==> src/inc/cirf_pkg.sv <==
package cirf_pkg;
    // memory map of the internal data space
    localparam logic [7:0]  CIRF_LOWER_TOP   = 8'h7f;
    localparam logic [7:0]  CIRF_BIT_BASE    = 8'h20;
    localparam logic [7:0]  CIRF_BIT_SFR_MIN = 8'h80;
    localparam logic [3:0]  CIRF_BIT_NIB_A   = 4'h0;
    localparam logic [3:0]  CIRF_BIT_NIB_B   = 4'h8;
    localparam logic [7:0]  CIRF_PSW_ADDR    = 8'hd0;
    localparam logic [7:0]  CIRF_SP_ADDR     = 8'h81;
    localparam logic [7:0]  CIRF_ACC_ADDR    = 8'he0;
    localparam logic [7:0]  CIRF_SP_RESET    = 8'h07;
    localparam logic [7:0]  CIRF_PSW_RESET   = 8'h00;
    localparam logic [7:0]  CIRF_ACC_RESET   = 8'h00;
    // program memory vectors
    localparam logic [15:0] CIRF_RESET_VEC   = 16'h0000;
    localparam logic [15:0] CIRF_VEC_BASE    = 16'h0003;
    localparam int          CIRF_VEC_STEP    = 8;
    // status word bit positions
    localparam int CIRF_CY_BIT  = 7;
    localparam int CIRF_AC_BIT  = 6;
    localparam int CIRF_UFA_BIT = 5;
    localparam int CIRF_RSH_BIT = 4;
    localparam int CIRF_RSL_BIT = 3;
    localparam int CIRF_OV_BIT  = 2;
    localparam int CIRF_UFB_BIT = 1;
    localparam int CIRF_P_BIT   = 0;

    // kind of operation reported by the execution logic
    typedef enum logic [2:0] {
        CIRF_OP_NONE,
        CIRF_OP_ADD,
        CIRF_OP_SUB,
        CIRF_OP_MUL,
        CIRF_OP_DIV,
        CIRF_OP_OTHER
    } cirf_op_t;

    // addressing mode of a data access
    typedef enum logic [1:0] {
        CIRF_AM_DIRECT,
        CIRF_AM_INDIRECT,
        CIRF_AM_REGISTER,
        CIRF_AM_BIT
    } cirf_am_t;

    // one data space access request
    typedef struct packed {
        logic       valid;
        logic       write;
        cirf_am_t   mode;
        logic [7:0] addr;
        logic [7:0] wdata;
    } cirf_req_t;

    // arithmetic result report
    typedef struct packed {
        logic       valid;
        cirf_op_t   op;
        logic [7:0] a;
        logic [7:0] b;
        logic       cin;
        logic [7:0] acc_new;
    } cirf_alu_t;
endpackage

==> src/rtl/cirf_core.sv <==
`timescale 1ns/10ps
module cirf_core #(
    parameter int RAM_DEPTH = 256
) (
    input  wire logic                 clock,
    input  wire logic                 resetn,
    input  wire cirf_pkg::cirf_req_t  req,
    input  wire cirf_pkg::cirf_alu_t  alu,
    input  wire logic                 push,
    input  wire logic                 pop,
    input  wire logic                 irq_take,
    input  wire logic [2:0]           irq_index,
    output logic [7:0]                rdata,
    output logic                      rvalid,
    output logic [7:0]                sfr_addr,
    output logic                      sfr_write,
    output logic                      sfr_read,
    output logic [7:0]                sfr_wdata,
    output logic [15:0]               fetch_addr,
    output logic                      fetch_load,
    output logic [7:0]                program_status_word,
    output logic [7:0]                stack_pointer
);
    import cirf_pkg::*;

    logic [1:0]  rst_sync;
    logic        rst_n;
    logic [7:0]  ram [RAM_DEPTH];
    logic [7:0]  acc;
    logic        carry_flag;
    logic        auxiliary_carry_flag;
    logic        user_flag_a;
    logic        bank_select_high;
    logic        bank_select_low;
    logic        overflow_flag;
    logic        user_flag_b;
    logic        parity;
    logic        boot_done;

    // resolved target of the current request
    logic        hit_ram;
    logic        hit_sfr;
    logic        hit_bit;
    logic [7:0]  ram_addr;
    logic [2:0]  bit_pos;
    logic [7:0]  bit_byte;
    logic [7:0]  next_sp;

    // reset released through two flops so release is clean
    always_ff @(posedge clock or negedge resetn) begin
        if (!resetn) begin
            rst_sync <= 2'b00;
        end else begin
            rst_sync <= {rst_sync[0], 1'b1};
        end
    end
    assign rst_n = rst_sync[1];

    // vector address of interrupt n, eight bytes apart
    function automatic logic [15:0] vec_addr(input logic [2:0] n);
        vec_addr = CIRF_VEC_BASE + 16'(n) * 16'(CIRF_VEC_STEP);
    endfunction

    // true when a special-function byte address may be bit addressed
    function automatic logic sfr_bitable(input logic [7:0] a);
        sfr_bitable = (a[3:0] == CIRF_BIT_NIB_A) || (a[3:0] == CIRF_BIT_NIB_B);
    endfunction

    // address decode; direct above 7fH goes to sfr space, indirect to ram
    always_comb begin
        hit_ram  = 1'b0;
        hit_sfr  = 1'b0;
        hit_bit  = 1'b0;
        ram_addr = req.addr;
        bit_pos  = req.addr[2:0];
        bit_byte = 8'h00;
        if (req.mode == CIRF_AM_REGISTER) begin
            // bank base from the two select bits
            ram_addr = {3'b000, bank_select_high, bank_select_low, req.addr[2:0]};
            hit_ram  = 1'b1;
        end else if (req.mode == CIRF_AM_INDIRECT) begin
            hit_ram = 1'b1;
        end else if (req.mode == CIRF_AM_DIRECT) begin
            if (req.addr <= CIRF_LOWER_TOP) begin
                hit_ram = 1'b1;
            end else begin
                hit_sfr = 1'b1;
            end
        end else begin
            if (req.addr < CIRF_BIT_SFR_MIN) begin
                // bit 00H-7FH maps to bytes 20H-2FH
                ram_addr = CIRF_BIT_BASE + {4'h0, req.addr[6:3]};
                hit_ram  = 1'b1;
                hit_bit  = 1'b1;
            end else begin
                ram_addr = {req.addr[7:3], 3'b000};
                hit_sfr  = sfr_bitable(ram_addr);
                hit_bit  = hit_sfr;
            end
        end
        bit_byte = 8'h01 << bit_pos;
    end

    // local sfrs this block owns; others go out on the sfr port
    logic local_psw;
    logic local_sp;
    logic local_acc;
    assign local_psw = hit_sfr && (ram_addr == CIRF_PSW_ADDR);
    assign local_sp  = hit_sfr && (ram_addr == CIRF_SP_ADDR);
    assign local_acc = hit_sfr && (ram_addr == CIRF_ACC_ADDR);

    logic wr_go;
    assign wr_go = req.valid && req.write;

    // status word as assembled from the flags
    logic [7:0] psw_now;
    always_comb begin
        psw_now               = 8'h00;
        psw_now[CIRF_CY_BIT]  = carry_flag;
        psw_now[CIRF_AC_BIT]  = auxiliary_carry_flag;
        psw_now[CIRF_UFA_BIT] = user_flag_a;
        psw_now[CIRF_RSH_BIT] = bank_select_high;
        psw_now[CIRF_RSL_BIT] = bank_select_low;
        psw_now[CIRF_OV_BIT]  = overflow_flag;
        psw_now[CIRF_UFB_BIT] = user_flag_b;
        psw_now[CIRF_P_BIT]   = parity;
    end

    // byte visible at the decoded location before a write
    logic [7:0] cur_byte;
    always_comb begin
        if (local_psw) begin
            cur_byte = psw_now;
        end else if (local_sp) begin
            cur_byte = stack_pointer;
        end else if (local_acc) begin
            cur_byte = acc;
        end else if (hit_ram) begin
            cur_byte = ram[ram_addr];
        end else begin
            cur_byte = 8'h00;
        end
    end

    // value to store: bit writes merge one bit into the byte
    logic [7:0] store_byte;
    always_comb begin
        if (hit_bit) begin
            store_byte = req.wdata[0] ? (cur_byte | bit_byte) : (cur_byte & ~bit_byte);
        end else begin
            store_byte = req.wdata;
        end
    end

    // stack pointer: pre-increment on push, post-decrement on pop
    always_comb begin
        next_sp = stack_pointer;
        if (push) begin
            next_sp = stack_pointer + 8'h01;
        end else if (pop) begin
            next_sp = stack_pointer - 8'h01;
        end else if (wr_go && local_sp) begin
            next_sp = store_byte;
        end
    end

    always_ff @(posedge clock or negedge rst_n) begin
        if (!rst_n) begin
            stack_pointer <= CIRF_SP_RESET;
        end else begin
            stack_pointer <= next_sp;
        end
    end

    // push stores the data byte at the incremented pointer, full 8-bit range
    always_ff @(posedge clock) begin
        if (push) begin
            ram[next_sp] <= req.wdata;
        end else if (wr_go && hit_ram) begin
            ram[ram_addr] <= store_byte;
        end
    end

    // arithmetic flag results
    logic [8:0]  sum9;
    logic [4:0]  sum5;
    logic [15:0] prod;
    logic        sign_ov;
    always_comb begin
        sum9    = 9'h000;
        sum5    = 5'h00;
        sign_ov = 1'b0;
        prod    = alu.a * alu.b;
        if (alu.op == CIRF_OP_ADD) begin
            sum9    = {1'b0, alu.a} + {1'b0, alu.b} + {8'h00, alu.cin};
            sum5    = {1'b0, alu.a[3:0]} + {1'b0, alu.b[3:0]} + {4'h0, alu.cin};
            sign_ov = (alu.a[7] == alu.b[7]) && (sum9[7] != alu.a[7]);
        end else if (alu.op == CIRF_OP_SUB) begin
            sum9    = {1'b0, alu.a} - {1'b0, alu.b} - {8'h00, alu.cin};
            sum5    = {1'b0, alu.a[3:0]} - {1'b0, alu.b[3:0]} - {4'h0, alu.cin};
            sign_ov = (alu.a[7] != alu.b[7]) && (sum9[7] != alu.a[7]);
        end
    end

    // flags: arithmetic report wins over a software write in same cycle
    always_ff @(posedge clock or negedge rst_n) begin
        if (!rst_n) begin
            carry_flag           <= CIRF_PSW_RESET[CIRF_CY_BIT];
            auxiliary_carry_flag <= CIRF_PSW_RESET[CIRF_AC_BIT];
            user_flag_a          <= CIRF_PSW_RESET[CIRF_UFA_BIT];
            bank_select_high     <= CIRF_PSW_RESET[CIRF_RSH_BIT];
            bank_select_low      <= CIRF_PSW_RESET[CIRF_RSL_BIT];
            overflow_flag        <= CIRF_PSW_RESET[CIRF_OV_BIT];
            user_flag_b          <= CIRF_PSW_RESET[CIRF_UFB_BIT];
        end else begin
            if (wr_go && local_psw) begin
                carry_flag           <= store_byte[CIRF_CY_BIT];
                auxiliary_carry_flag <= store_byte[CIRF_AC_BIT];
                user_flag_a          <= store_byte[CIRF_UFA_BIT];
                bank_select_high     <= store_byte[CIRF_RSH_BIT];
                bank_select_low      <= store_byte[CIRF_RSL_BIT];
                overflow_flag        <= store_byte[CIRF_OV_BIT];
                user_flag_b          <= store_byte[CIRF_UFB_BIT];
            end
            if (alu.valid && (alu.op == CIRF_OP_ADD || alu.op == CIRF_OP_SUB)) begin
                carry_flag           <= sum9[8];
                auxiliary_carry_flag <= sum5[4];
                overflow_flag        <= sign_ov;
            end else if (alu.valid && alu.op == CIRF_OP_MUL) begin
                carry_flag    <= 1'b0;
                overflow_flag <= (prod[15:8] != 8'h00);
            end else if (alu.valid && alu.op == CIRF_OP_DIV) begin
                carry_flag    <= 1'b0;
                overflow_flag <= (alu.b == 8'h00);
            end
        end
    end

    // accumulator copy; parity is recomputed from it every cycle
    always_ff @(posedge clock or negedge rst_n) begin
        if (!rst_n) begin
            acc <= CIRF_ACC_RESET;
        end else if (alu.valid && alu.op != CIRF_OP_NONE) begin
            acc <= alu.acc_new;
        end else if (wr_go && local_acc) begin
            acc <= store_byte;
        end
    end
    assign parity = ^acc;

    // read data and sfr port registered, one cycle after the request
    always_ff @(posedge clock or negedge rst_n) begin
        if (!rst_n) begin
            rdata     <= 8'h00;
            rvalid    <= 1'b0;
            sfr_addr  <= 8'h00;
            sfr_write <= 1'b0;
            sfr_read  <= 1'b0;
            sfr_wdata <= 8'h00;
        end else begin
            rvalid    <= req.valid && !req.write;
            rdata     <= hit_bit ? {7'h00, |(cur_byte & bit_byte)} : cur_byte;
            sfr_addr  <= ram_addr;
            sfr_wdata <= store_byte;
            sfr_write <= wr_go && hit_sfr && !(local_psw || local_sp || local_acc);
            sfr_read  <= req.valid && !req.write && hit_sfr
                         && !(local_psw || local_sp || local_acc);
        end
    end

    // fetch redirect: reset vector once, then interrupt vectors
    always_ff @(posedge clock or negedge rst_n) begin
        if (!rst_n) begin
            fetch_addr <= CIRF_RESET_VEC;
            fetch_load <= 1'b0;
            boot_done  <= 1'b0;
        end else if (!boot_done) begin
            fetch_addr <= CIRF_RESET_VEC;
            fetch_load <= 1'b1;
            boot_done  <= 1'b1;
        end else if (irq_take) begin
            fetch_addr <= vec_addr(irq_index);
            fetch_load <= 1'b1;
        end else begin
            fetch_load <= 1'b0;
        end
    end

    assign program_status_word = psw_now;

    // checks
    sp_reset_a: assert property (@(posedge clock)
        $rose(rst_n) |-> stack_pointer == CIRF_SP_RESET)
        else $error("stack pointer not 07H after reset");
    sp_push_a: assert property (@(posedge clock) disable iff (!rst_n)
        push |=> stack_pointer == $past(stack_pointer) + 8'h01)
        else $error("push did not pre-increment pointer");
    parity_acc_a: assert property (@(posedge clock) disable iff (!rst_n)
        program_status_word[0] == ^acc)
        else $error("parity does not follow accumulator");
    // parity judged against the reported result, not the local copy
    parity_load_a: assert property (@(posedge clock) disable iff (!rst_n)
        alu.valid && alu.op != CIRF_OP_NONE
        |=> program_status_word[CIRF_P_BIT] == ^$past(alu.acc_new))
        else $error("parity does not follow loaded result");
    boot_vec_a: assert property (@(posedge clock)
        $rose(rst_n) |=> fetch_load && fetch_addr == CIRF_RESET_VEC)
        else $error("first fetch not at 0000H");
    irq_vec_a: assert property (@(posedge clock) disable iff (!rst_n)
        boot_done && irq_take
        |=> fetch_addr == 16'h0003 + 16'($past(irq_index)) * 16'h0008)
        else $error("interrupt vector address wrong");
    bank_map_a: assert property (@(posedge clock) disable iff (!rst_n)
        req.mode == CIRF_AM_REGISTER
        |-> ram_addr[7:3] == {3'b000, program_status_word[4:3]})
        else $error("register operand outside selected bank");
    indirect_ram_a: assert property (@(posedge clock) disable iff (!rst_n)
        req.valid && req.mode == CIRF_AM_INDIRECT |=> !sfr_write && !sfr_read)
        else $error("indirect access reached sfr space");
    direct_sfr_a: assert property (@(posedge clock) disable iff (!rst_n)
        req.mode == CIRF_AM_DIRECT && req.addr[7] |-> hit_sfr && !hit_ram)
        else $error("direct upper access not sent to sfr");
    mul_ov_a: assert property (@(posedge clock) disable iff (!rst_n)
        alu.valid && alu.op == CIRF_OP_MUL && !(wr_go && local_psw)
        |=> overflow_flag == ($past(alu.a) * $past(alu.b) > 255))
        else $error("mul overflow flag wrong");
    div_ov_a: assert property (@(posedge clock) disable iff (!rst_n)
        alu.valid && alu.op == CIRF_OP_DIV |=> overflow_flag == ($past(alu.b) == 8'h00))
        else $error("div overflow flag wrong");

    push_c: cover property (@(posedge clock) disable iff (!rst_n) push ##1 push);
    bank3_c: cover property (@(posedge clock) disable iff (!rst_n)
        req.valid && req.mode == CIRF_AM_REGISTER && bank_select_high && bank_select_low);
    irq_c: cover property (@(posedge clock) disable iff (!rst_n) boot_done && irq_take);
    bit_c: cover property (@(posedge clock) disable iff (!rst_n) req.valid && hit_bit && req.write);
endmodule

==> config.mk <==
export PLATFORM = sky130hd
export DESIGN_NAME = cirf_core
export DESIGN_NICKNAME = d
export VERILOG_FILES = /design/src/inc/cirf_pkg.sv /design/src/rtl/cirf_core.sv
export SDC_FILE = /design/constraint.sdc
export NUM_CORES = 2
export LEC_CHECK = 0
export BUFFER_PORTS_ARGS = -buffer_cell sky130_fd_sc_hd__buf_2
export CORE_MARGIN = 2
export CORE_UTILIZATION = 25
export DETAILED_ROUTE_END_ITERATION = 10
export PLACE_DENSITY_LB_ADDON = 0.1
export SETUP_SLACK_MARGIN = 0.05
export SYNTH_ARGS = -nofsm -noshare
export SYNTH_HDL_FRONTEND = slang
export SYNTH_SLANG_ARGS = --single-unit
export TNS_END_PERCENT = 50
==> constraint.sdc <==
create_clock -name clock -period 2.1 [get_ports clock]
set_input_delay 0.21 -clock clock [delete_from_list [all_inputs] [get_ports clock]]
set_output_delay 0.21 -clock clock [all_outputs]
set_load 0.02 [all_outputs]
==> results.ini <==
[cells_and_area]
area_of_the_multi_input_gates_sq_um=24750
final-seq-area_sq_um=62960
drive_gt1_frac=0.2818
finish.net_count=8251
final.fill_count=34860
area_delta_synth_final_pct=32.91

[sta]
finalWorstSetupSlack_ns=-2.407
fmaxAchievable_mhz=221.9
grt_setup_unrepaired=yes
worst-slew-pin-transition_ns=1.005
hold_violations=1
maxSlewViolCount=0
finalClockSkew_ns=0.09875
min_period_ns=4.507
period_share=2.146
headroom_to_the_max_slew_limit=0.3240
hold_slack_ns=-0.1305
setup_viol=4134

[clocking]
cts-buffers-inserted=240
post_cts_hold_buffer_count=39
clockRootBuffer=clkbuf_16
cts_htree_levels=4
tritoncts=built
cts.clk_slew.worst_paths_ns=0.06
cts_max_path_buffers=4
clk-insertion-delay-late_ns=0.93
clock_sink_count=2106

[floorplan]
placementRows=218
start_util=0.2514
chipWidth_um=599.5
dieHeight_um=599.5
die_area_sq_um=359400
io-pin-count=117
placeable_area_sq_um=352700

[global_route]
track_usage=0.2134
grt_pass1_vias=63800
maximum_number_of_pins_on_one_net_before_global_route_repair=71
first_pass_grt_wire_length_mm=538.9
total_grt_overflow=0
number_of_antenna_violations_at_the_first_check_in_global_routing=27

[run_status]
run_status=complete, but fails checks
violations=hold timing, setup timing

[yosys]
ys_top_cells_by_count=edfxtp_1 (2,048), nand2_1 (1,579), nand3_1 (485)
synthDominantCellAreaShare=0.6937
synth_enable_flop_cells=2048
ys_seq_area_frac=0.7101
share_of_the_synthesized_area_in_compound_gates_ao_oa_aoi_oai=0.07831
postSynthAreaPerCell_sq_um=13.25
synth.area.mux_share=0.02061
async_flop_share=0.02754
arithmetic_cell_share_of_the_synthesized_area_counting_full_adders_half_adders_and_majority_gates=0.01581
gate_count_of_the_mapped_netlist=6693
synth_simple_gate_area_frac=0.1391
yosys_warnings=0
synth_xor_area_frac=0.002173
main_combinational_cell_family_by_area_after_synthesis=simple AND/OR/NAND/NOR gates
synth.area.top_cells=edfxtp_1 (69%), nand2_1 (6.7%), nand3_1 (2.7%)
netlist.top_cell.by_area=edfxtp_1
synthFlopType=edfxtp_1
yosys.cell_count.top_type=edfxtp_1
synth-seq-cells=2106
syn-cell-area_sq_um=88650
unique_masters_post_synth=97

[power]
vdd_ir_drop_max_mv=0.5772
totalPowerFinal_mw=109.8
power-per-cell-area_nw_per_um2=931.9
static-leakage-power_nw=41.99

[drt]
routed_wl_mm=392.5
antenna_left=0
avgRoutedWirePerCell_um=30.13
initialDrtViolationCount=6097
vias_per_cell=4.923
remaining_drc_errors=0
detailroute.via_count=64130
dr.pass1.iters=6

[placement]
gp_congestion=0.8303
place.detailed.hpwl_mm=269.5
place.port_buffers=105
pre_cts_slack_ns=-3.609

[min_path]
holdCritPathClass=primary input to register

[worst_setup_path]
setup.worst_path.class=register to register
cpMaxStageDelayCell=or4_4
path_cells=nor3b_2, a221o_4, buf_12, buf_4, nor2_4, buf_12, nand2_2, nand4_1, nand3_1, or4_4, a22oi_4, a311oi_4, or3_4, buf_12, buf_12, buf_16, nor2_4, buf_6
top_cell_by_count_worst_path=buf_12
signal_arrival_time_at_the_worst_endpoint_ns=5.13
cpPeakStageDelay_ns=0.58
worstPathRequired_ns=2.72
endpoint_kind=register
path_max_fanout=10
worstSetupStartpointType=register

[job]
drv_cap=0

## placed cells by master, fill, tap and decap left out, drive strengths merged, types with 56 or more instances in the layout
cell,netlist,routed
buf,329,1586
o21ai,89,89
edfxtp,2048,2048
inv,97,102
a21oi,89,89
clkbuf,148,290
mux2i,70,70
a311oi,200,200
a211oi,191,191
nor2,336,336
nor3,61,61
nand3,485,485
a31oi,164,164
and3,231,231
nand2,1579,1579
ha,56,56
clkinv,1,108
## critical path: cells and delay by family (launching register included)
family,cells,cell delay (ns)
compound gates,3,0.77
buf+inv,7,1.13
simple gates,8,1.85
flops,1,0.38
## power by group
part | switching, mW | internal (mW) | leakage, nW
Clock | 17.8 | 24.0 | 3.71
Sequential | 0.210 | 47.0 | 19.1
Combinational | 13.1 | 7.64 | 19.1
## final timing paths
path | start | endpoint | slack, ns | cells after the start
min in group asynchronous | resetn | rst_sync[1] | 0.15 | 3
min | push | stack_pointer[3] | -0.13 | 3
max reg2reg | bank_select_low | ram[94][7] | -2.41 | 18
max | bank_select_low | ram[94][7] | -2.41 | 18
max in group asynchronous | rst_sync[1] | rdata[5] | 1.25 | 1
min reg2reg | rst_sync[1] | boot_done | 0.28 | 0
## logic make-up (layout without fill, tap and decap cells)
group | count (synthesis) | after routing
AOI/OAI and AO/OA | 950 | 950
DFF | 2106 | 2106
and+or+nand+nor | 2825 | 2825
other | 2 | 20
buffers and inverters | 575 | 2160
xor gates and xnor gates | 22 | 22
adders and majority gates | 91 | 91
muxes | 122 | 122
## layer usage
layer	track usage	wire length, um	vias to the layer above
met5	0	34	-
met4	0.04376	8604	6
met3	0.02392	19340	401
met2	0.3462	182200	1976
met1	0.3065	182300	33770
li1	-	-	27980
## registers in the layout (all words and copies together), names as in the netlist, 2 cells and up
register,count
ram,2048
sfr_wdata,8
acc,8
fetch_addr,4
stack_pointer,8
rst_sync,2
sfr_addr,8
rdata,8
## cell type report
cell class              instances  area share
repair inverters                1  0.00009557
multi-input cells            4023      0.2101
flip-flops and latches       2106      0.5343
clock buffers                 284     0.05309
repair buffers               1633      0.1370
inverters                      98    0.003589
clock inverters               144     0.01148
well taps                    4730     0.05023
diodes                          7   0.0001487
## through the flow
stage                     hold slack, ns  std cells  cell area [sq um]  setup TNS, ns  utilization
final                            -0.1305      13030             117800       -9057.19       0.3341
after global placement         -0.002977      12450             106100              -       0.3007
after global routing             -0.1581      13020             117800       -9425.95       0.3341
after floorplan                 -0.08559       6704              89040              -            -
after CTS                        -0.2061      13000             117000       -9178.12       0.3317
after detailed placement      -0.0007837      12450             106100              -       0.3007
## what timing repair did
action / in CTS / in global routing
cloned: 16 / 6
hold endpoints to repair: 41 / 1
gates resized for setup: 454 / 120
endpoints found under the setup margin: 4141 / 4141
setup buffers: 65 / 16
pin swaps: 48 / 49
(Power assumes the default switching activity.)
